$ cat config.mk
export PLATFORM = sky130hd
export DESIGN_NAME = detc_trigger_ctrl
export DESIGN_NICKNAME = d
export VERILOG_FILES = /design/src/shared/detc_pkg.sv /design/src/verilog/detc_trigger_ctrl.sv
export VERILOG_INCLUDE_DIRS = /design/src /design/src/shared
export SDC_FILE = /design/constraint.sdc
export NUM_CORES = 1
export LEC_CHECK = 0
export ABC_AREA = 1
export BUFFER_PORTS_ARGS = -buffer_cell sky130_fd_sc_hd__buf_2
export CAP_MARGIN = 20
export CELL_PAD_IN_SITES_DETAIL_PLACEMENT = 1
export CELL_PAD_IN_SITES_GLOBAL_PLACEMENT = 1
export CORE_MARGIN = 2
export CORE_UTILIZATION = 30
export DETAILED_ROUTE_END_ITERATION = 6
export GPL_TIMING_DRIVEN = 1
export PLACE_DENSITY = 0.58
export SETUP_SLACK_MARGIN = 0.2
export SLEW_MARGIN = 5
export SYNTH_ARGS = -nofsm -noshare
export SYNTH_HDL_FRONTEND = slang
export SYNTH_SLANG_ARGS = --single-unit
$ cat constraint.sdc
create_clock -name i_clk -period 1.5 [get_ports i_clk]
set_clock_uncertainty 0.1 [all_clocks]
set_input_delay 0.075 -clock i_clk [delete_from_list [all_inputs] [get_ports i_clk]]
set_output_delay 0.075 -clock i_clk [all_outputs]
set_load 0.1 [all_outputs]
$ cat src/shared/detc_params.svh
// constants for the external trigger control block
`ifndef DETC_PARAMS_SVH
`define DETC_PARAMS_SVH
`define DETC_CLK_PERIOD_NS 10
`define DETC_STROBE_MIN_NS 500
`define DETC_STROBE_CYCLES \
   ((`DETC_STROBE_MIN_NS + `DETC_CLK_PERIOD_NS - 1) / `DETC_CLK_PERIOD_NS)
`define DETC_STROBE_CNT_W 7
`define DETC_SCAN_PULSE_CYCLES 2
`define DETC_SCAN_CNT_W 2
`endif

$ cat src/shared/detc_pkg.sv
// types for the external trigger control block
package detc_pkg;
   typedef enum logic [1:0] {
      ACQ_IDLE,
      ACQ_ARMED,
      ACQ_PRE,
      ACQ_POST
   } detc_acq_t;

   // synchronised external inputs, all active low as on the pins
   typedef struct packed {
      logic trig_n;
      logic gate_n;
      logic conv_n;
      logic upd_n;
   } detc_pins_t;

   typedef struct packed {
      logic dac_load;
      logic timed_irq;
      logic conv_start;
      logic pre_phase;
      logic post_phase;
   } detc_events_t;
endpackage

$ cat src/verilog/detc_trigger_ctrl.sv
// external trigger, gate, convert, strobe and scan pulse control
//
// Behaviour
// - one scan pulse per conversion while a scanning mode is active
// - scan pulse rising edge marks when input may be switched
// - strobe write drives strobe output low at least 500 ns
// - post-trigger mode starts sequence on trigger falling edge
// - pre-trigger mode: first edge starts pre, second starts post
// - conversions suppressed while gate input low, allowed while high
// - conversion request falling edge performs one conversion
// - request edges ignored outside a sequence or while gated
// - timer trigger edge loads both analog outputs when selected in posted mode
// - timer trigger edge raises timed interrupt when enabled
`timescale 1ns/1ps
`include "detc_params.svh"

module detc_trigger_ctrl (
   input wire logic i_clk,
   input wire logic i_sys_rst,
   input wire logic i_acquisition_trigger_n,
   input wire logic i_conversion_gate_n,
   input wire logic i_conversion_request_n,
   input wire logic i_output_update_trigger_n,
   input wire logic i_scan_mode,
   input wire logic i_pretrigger_mode,
   input wire logic i_acq_arm,
   input wire logic i_acq_stop,
   input wire logic i_strobe_write,
   input wire logic i_timer_trig_select,
   input wire logic i_posted_update,
   input wire logic i_timed_irq_enable,
   input wire logic i_timed_irq_clear,
   output logic o_conversion_scan_pulse,
   output logic o_software_strobe_out_n,
   output logic o_conversion_start,
   output logic o_dac_load,
   output logic o_timed_irq,
   output detc_pkg::detc_acq_t o_acq_state
);
   import detc_pkg::*;

   localparam int STB_CYC = `DETC_STROBE_CYCLES;
   localparam int SCAN_CYC = `DETC_SCAN_PULSE_CYCLES;

   // ========================================
   // state record
   typedef struct packed {
      detc_pins_t sync1;
      detc_pins_t sync2;
      detc_pins_t prev;
      detc_acq_t acq;
      logic [`DETC_STROBE_CNT_W-1:0] stb_cnt;
      logic [`DETC_SCAN_CNT_W-1:0] scan_cnt;
      logic strobe_n;
      logic scan;
      logic conv;
      logic dac_load;
      logic irq;
   } detc_state_t;

   detc_state_t state_reg;
   detc_state_t state_next;
   detc_events_t ev;

   // falling edge of a synchronised active-low line
   function automatic logic fell(input logic prev_v, input logic now_v);
      fell = prev_v & ~now_v;
   endfunction

   // ========================================
   // next-state logic
   always_comb begin
      state_next = state_reg;
      ev = '0;
      // two-stage synchroniser; first stage only feeds second
      state_next.sync1 = '{trig_n: i_acquisition_trigger_n,
                           gate_n: i_conversion_gate_n,
                           conv_n: i_conversion_request_n,
                           upd_n: i_output_update_trigger_n};
      state_next.sync2 = state_reg.sync1;
      state_next.prev = state_reg.sync2; // one action per edge

      // acquisition sequencing
      case (state_reg.acq)
         ACQ_IDLE: begin
            if (i_acq_arm) begin
               state_next.acq = ACQ_ARMED;
            end
         end
         ACQ_ARMED: begin
            if (fell(state_reg.prev.trig_n, state_reg.sync2.trig_n)) begin
               if (i_pretrigger_mode) begin
                  state_next.acq = ACQ_PRE;
                  ev.pre_phase = 1'b1;
               end else begin
                  state_next.acq = ACQ_POST;
                  ev.post_phase = 1'b1;
               end
            end
         end
         ACQ_PRE: begin
            if (fell(state_reg.prev.trig_n, state_reg.sync2.trig_n)) begin
               state_next.acq = ACQ_POST; // second edge
               ev.post_phase = 1'b1;
            end
         end
         ACQ_POST: begin
            state_next.acq = ACQ_POST;
         end
         default: begin
            state_next.acq = ACQ_IDLE;
         end
      endcase
      if (i_acq_stop) begin
         state_next.acq = ACQ_IDLE;
      end

      // conversion on request edge, only in sequence and ungated
      ev.conv_start = fell(state_reg.prev.conv_n, state_reg.sync2.conv_n)
                      && (state_reg.acq == ACQ_PRE
                          || state_reg.acq == ACQ_POST)
                      && state_reg.sync2.gate_n;
      state_next.conv = ev.conv_start;

      // scan pulse: low while converting, rises when sample taken
      if (ev.conv_start && i_scan_mode) begin
         state_next.scan = 1'b0;
         state_next.scan_cnt = `DETC_SCAN_CNT_W'(SCAN_CYC);
      end else if (state_reg.scan_cnt != '0) begin
         state_next.scan_cnt = state_reg.scan_cnt - 1'b1;
         state_next.scan = (state_reg.scan_cnt == 1) ? 1'b1 : 1'b0;
      end else begin
         state_next.scan = 1'b1; // rising edge frees input
      end

      // software strobe low pulse, retriggered by each write
      if (i_strobe_write) begin
         state_next.strobe_n = 1'b0;
         state_next.stb_cnt = `DETC_STROBE_CNT_W'(STB_CYC - 1);
      end else if (state_reg.stb_cnt != '0) begin
         state_next.stb_cnt = state_reg.stb_cnt - 1'b1;
      end else begin
         state_next.strobe_n = 1'b1;
      end

      // timer trigger: posted analog output load and timed interrupt
      ev.dac_load = fell(state_reg.prev.upd_n, state_reg.sync2.upd_n)
                    && i_timer_trig_select && i_posted_update;
      ev.timed_irq = fell(state_reg.prev.upd_n, state_reg.sync2.upd_n)
                     && i_timed_irq_enable;
      state_next.dac_load = ev.dac_load;
      // set wins over clear
      if (ev.timed_irq) begin
         state_next.irq = 1'b1;
      end else if (i_timed_irq_clear) begin
         state_next.irq = 1'b0;
      end
   end

   // ========================================
   // state register
   always_ff @(posedge i_clk) begin
      if (i_sys_rst) begin
         state_reg <= '0;
         state_reg.sync1 <= '1;
         state_reg.sync2 <= '1;
         state_reg.prev <= '1;
         state_reg.acq <= ACQ_IDLE;
         state_reg.strobe_n <= 1'b1;
         state_reg.scan <= 1'b1;
         state_reg.irq <= 1'b0;
      end else begin
         state_reg <= state_next;
      end
   end

   // outputs straight from the state record
   assign o_conversion_scan_pulse = state_reg.scan;
   assign o_software_strobe_out_n = state_reg.strobe_n;
   assign o_conversion_start = state_reg.conv;
   assign o_dac_load = state_reg.dac_load;
   assign o_timed_irq = state_reg.irq;
   assign o_acq_state = state_reg.acq;

   // ========================================
   // checker helper: cycles since the last strobe write, saturating
   localparam int STB_END = STB_CYC + 1;
   logic [`DETC_STROBE_CNT_W-1:0] chk_stb_age_reg;
   logic chk_stb_run;

   // high while the strobe pulse must still be low
   assign chk_stb_run = (chk_stb_age_reg != '0)
                        && (chk_stb_age_reg <= `DETC_STROBE_CNT_W'(STB_CYC));

   // age restarts on each write, stops one past the pulse end
   always_ff @(posedge i_clk) begin
      if (i_sys_rst) begin
         chk_stb_age_reg <= '0;
      end else if (i_strobe_write) begin
         chk_stb_age_reg <= `DETC_STROBE_CNT_W'(1);
      end else if (chk_stb_run) begin
         chk_stb_age_reg <= chk_stb_age_reg + 1'b1;
      end
   end
endmodule

==> impl_metrics.tcl <==
set metrics [dict create \
    postSynthAreaPerCell_um2 8.466 \
    antenna_found_initial 0 \
    post_synthesis_instance_total 120 \
    worstSkewPairLatency_ns 0.32 \
    rsz_0062_raised_after_global_routing "yes" \
    ys_async_sr_fraction_pct 0 \
    synth_top_area_cell "dfxtp_1" \
    min-delay-start "i_sys_rst" \
    critPathSlowestCell "dfxtp_4" \
    syn-cell-area_um2 1016 \
    irDropWorstVdd_mv 0.5738 \
    path_max_fanout 5 \
    maximum_number_of_pins_on_one_net_before_global_route_repair 17 \
    clock_pin_slew_worst_setup_and_hold_paths_ns 0.16 \
    die_width_um 62.20 \
    ys_seq_elements 27 \
    worst_hold_path.endpoint "state_reg[19]$_SDFF_PP1_" \
    final_area_um2 1418 \
    layout-drive-gt1-share_pct 35.00 \
    ys_warn_count 0 \
    gr-total-overflow 0 \
    layout_min_cycle_time_ns 1.298 \
    cts_root_buf "clkbuf_4" \
    vias_per_cell 4.272 \
    place_area_um2 1161 \
    synth-seq-area-share_pct 53.20 \
    tritoncts_num_sinks 27 \
    r2r-end "state_reg[7]$_SDFFE_PP0P_" \
    setup_violating_endpoint_count_in_the_final_report 0 \
    die-area_um2 3868 \
    floorplan.core_area_um2 3284 \
    outcome "finished clean" \
    antenna_violating_nets_post_route 0 \
    tightest_slew_ns 0.3045 \
    timing.final.hold_violations 0 \
    r2r_start "state_reg[7]$_SDFFE_PP0P_" \
    critical_path.most_common_cell "nand2_1" \
    detailed_place_hpwl_um 1408 \
    crit_type "flip-flop to flip-flop" \
    synth_ff_type "dfxtp_1" \
    timing.max_slew.rel_slack_pct 79.81 \
    yosys.cell_types.count 21 \
    r2r_slack_ns 0.20 \
    synth_enable_flop_cells 0 \
    initial_cell_density_of_the_core_pct 30.93 \
    timing.final.max_slew_violations 0 \
    synthToLayoutAreaGrowth_pct 39.53 \
    cts_buffer_depth 2 \
    finalWirelength_um 2240 \
    cp_data_required_time_ns 1.65 \
    drc 0 \
    gp_congestion 0.7380 \
    design.portCount 22 \
    dr_total_vias 880 \
    netlist_top_cells_count "dfxtp_1 (27), nand2_1 (24), inv_1 (16)" \
    crit_path_cell_trace "inv_4, ha_4, inv_2, nor2_4, nand3_2, nand2_1, nand3_1, nand2_1, inv_1" \
    preCtsSetupSlack_ns 0.1087 \
    netlist.area_leader.share_pct 53.20 \
    cp-end-kind "flip-flop" \
    totalNegativeSetupSlack_ns 0 \
    setup.worst_path.start_class "flip-flop" \
    flip_flop_count_of_the_largest_register_all_copies_and_words_added 12 \
    max_stage_delay_ns 0.40 \
    syn_nets 137 \
    routed_len_inst_um 10.87 \
    die_h_um 62.20 \
    synth_area_leaders "dfxtp_1 (53%), nand2_1 (8.9%), or2_2 (6.8%)" \
    cts_tree "built" \
    antenna_cells_inserted 0 \
    final.setup.worst_slack_ns 0.2022 \
    worstHoldPathType "input port to flip-flop" \
    finalCoreUtilization_pct 43.16 \
    power_leakage_uw 0.0006395 \
    detail_route.first_pass.iterations 1 \
    detailedRoute.firstIterationViolations 0 \
    wire_length_of_the_first_global_routing_pass_um 3919 \
    reg2regPathDepth 9 \
    worst_hold_path.num_cells 2 \
    post-route-period-util_pct 86.52 \
    groute.usage.overall_pct 12.50 \
    timing.critical_path.arrival_ns 1.45 \
    power_density_nw_per_um2 986.0 \
    post-synth-top-count-cell "dfxtp_1" \
    first_global_vias 910 \
    achievable-frequency_mhz 770.5 \
    std_cell_rows 21 \
    layout.nets 178 \
    cts-buffers-inserted 3 \
    timing.max_cap.violations 0 \
    clock_tree.htree_level_count 1 \
    port-buffer-count 21 \
]
[layer usage]
metal,routed length (um),vias up,global-route usage (%)
li1,-,454,-
met5,0,-,0
met2,1118,16,22.69
met3,56,2,2.717
met1,1047,408,14.87
met4,18,0,3.333
[power by group]
| part | total (uW) | internal [uW] | switching (uW) |
|---|---|---|---|
| Sequential | 784 | 755 | 29.2 |
| Combinational | 284 | 128 | 156 |
| Clock | 330 | 102 | 228 |
| Total | 1400 | 985 | 413 |
[worst max-delay path by stage]
| stage | startpoint | end | slack (ns) | depth (start not counted) |
|---|---|---|---|---|
| after floorplan | state_reg[8]$_SDFFE_PP0N_ | state_reg[7]$_SDFFE_PP0P_ | 0.25 | 9 |
| after global placement | state_reg[8]$_SDFFE_PP0N_ | state_reg[7]$_SDFFE_PP0P_ | 0.18 | 9 |
| after detailed placement | state_reg[8]$_SDFFE_PP0N_ | state_reg[7]$_SDFFE_PP0P_ | 0.11 | 9 |
| after CTS | state_reg[7]$_SDFFE_PP0P_ | state_reg[7]$_SDFFE_PP0P_ | 0.17 | 9 |
| after global routing | state_reg[7]$_SDFFE_PP0P_ | state_reg[7]$_SDFFE_PP0P_ | 0.11 | 9 |
| final | state_reg[7]$_SDFFE_PP0P_ | state_reg[7]$_SDFFE_PP0P_ | 0.20 | 9 |
[through the flow]
step                instances  power, uW  hold slack, ns
floorplan                 120      959.2         0.07881
global placement          184       1010          0.1571
detailed placement        184       1012          0.1609
CTS                       204       1380         0.02741
global route              206       1487         0.03756
finish                    206       1398         0.02186
[cell type report]
type	instances	area (um^2)
Tap cell	46	57.56
Timing Repair Buffer	39	299.0
Fill cell	393	1867
Multi-Input combinational cell	74	415.4
Inverter	16	65.06
Sequential cell	27	550.5
Clock inverter	1	7.507
Clock buffer	3	22.52
[timing repair]
item | in CTS | in global routing
pin swaps | 0 | 5
hold buffers | 15 | 1
resized for setup | 7 | 16
setup endpoints to repair | 9 | 15
hold endpoints to repair | 18 | 1
setup buffers | 1 | 2
[cells in the final DEF, fill, tap and decap left out, drive strengths merged, types with 2 or more instances in the layout]
master | Yosys | final
buf | 3 | 19
nand2 | 24 | 24
dlygate4sd3 | 0 | 15
clkbuf | 0 | 8
nor2 | 12 | 12
or2 | 11 | 11
a21oi | 7 | 7
nand3 | 7 | 7
ha | 2 | 2
dfxtp | 27 | 27
inv | 16 | 16
nand4 | 5 | 5
[logic make-up after synthesis]
kind of cell	share of synthesized area, %
flip-flops	53.20
AND/OR/NAND/NOR	28.82
XOR/XNOR	0.8622
adder cells (fa/ha/maj)	2.463
buffers and inverters	7.881
AO/OA/AOI/OAI	6.774
[worst max-delay path, delay by kind of cell (launching register included)]
kind,cells,cell delay [ns]
adders and majority gates,1,0.13
DFF,1,0.40
buffers and inverters,3,0.14
and+or+nand+nor,5,0.45
(Power assumes the default switching activity.)
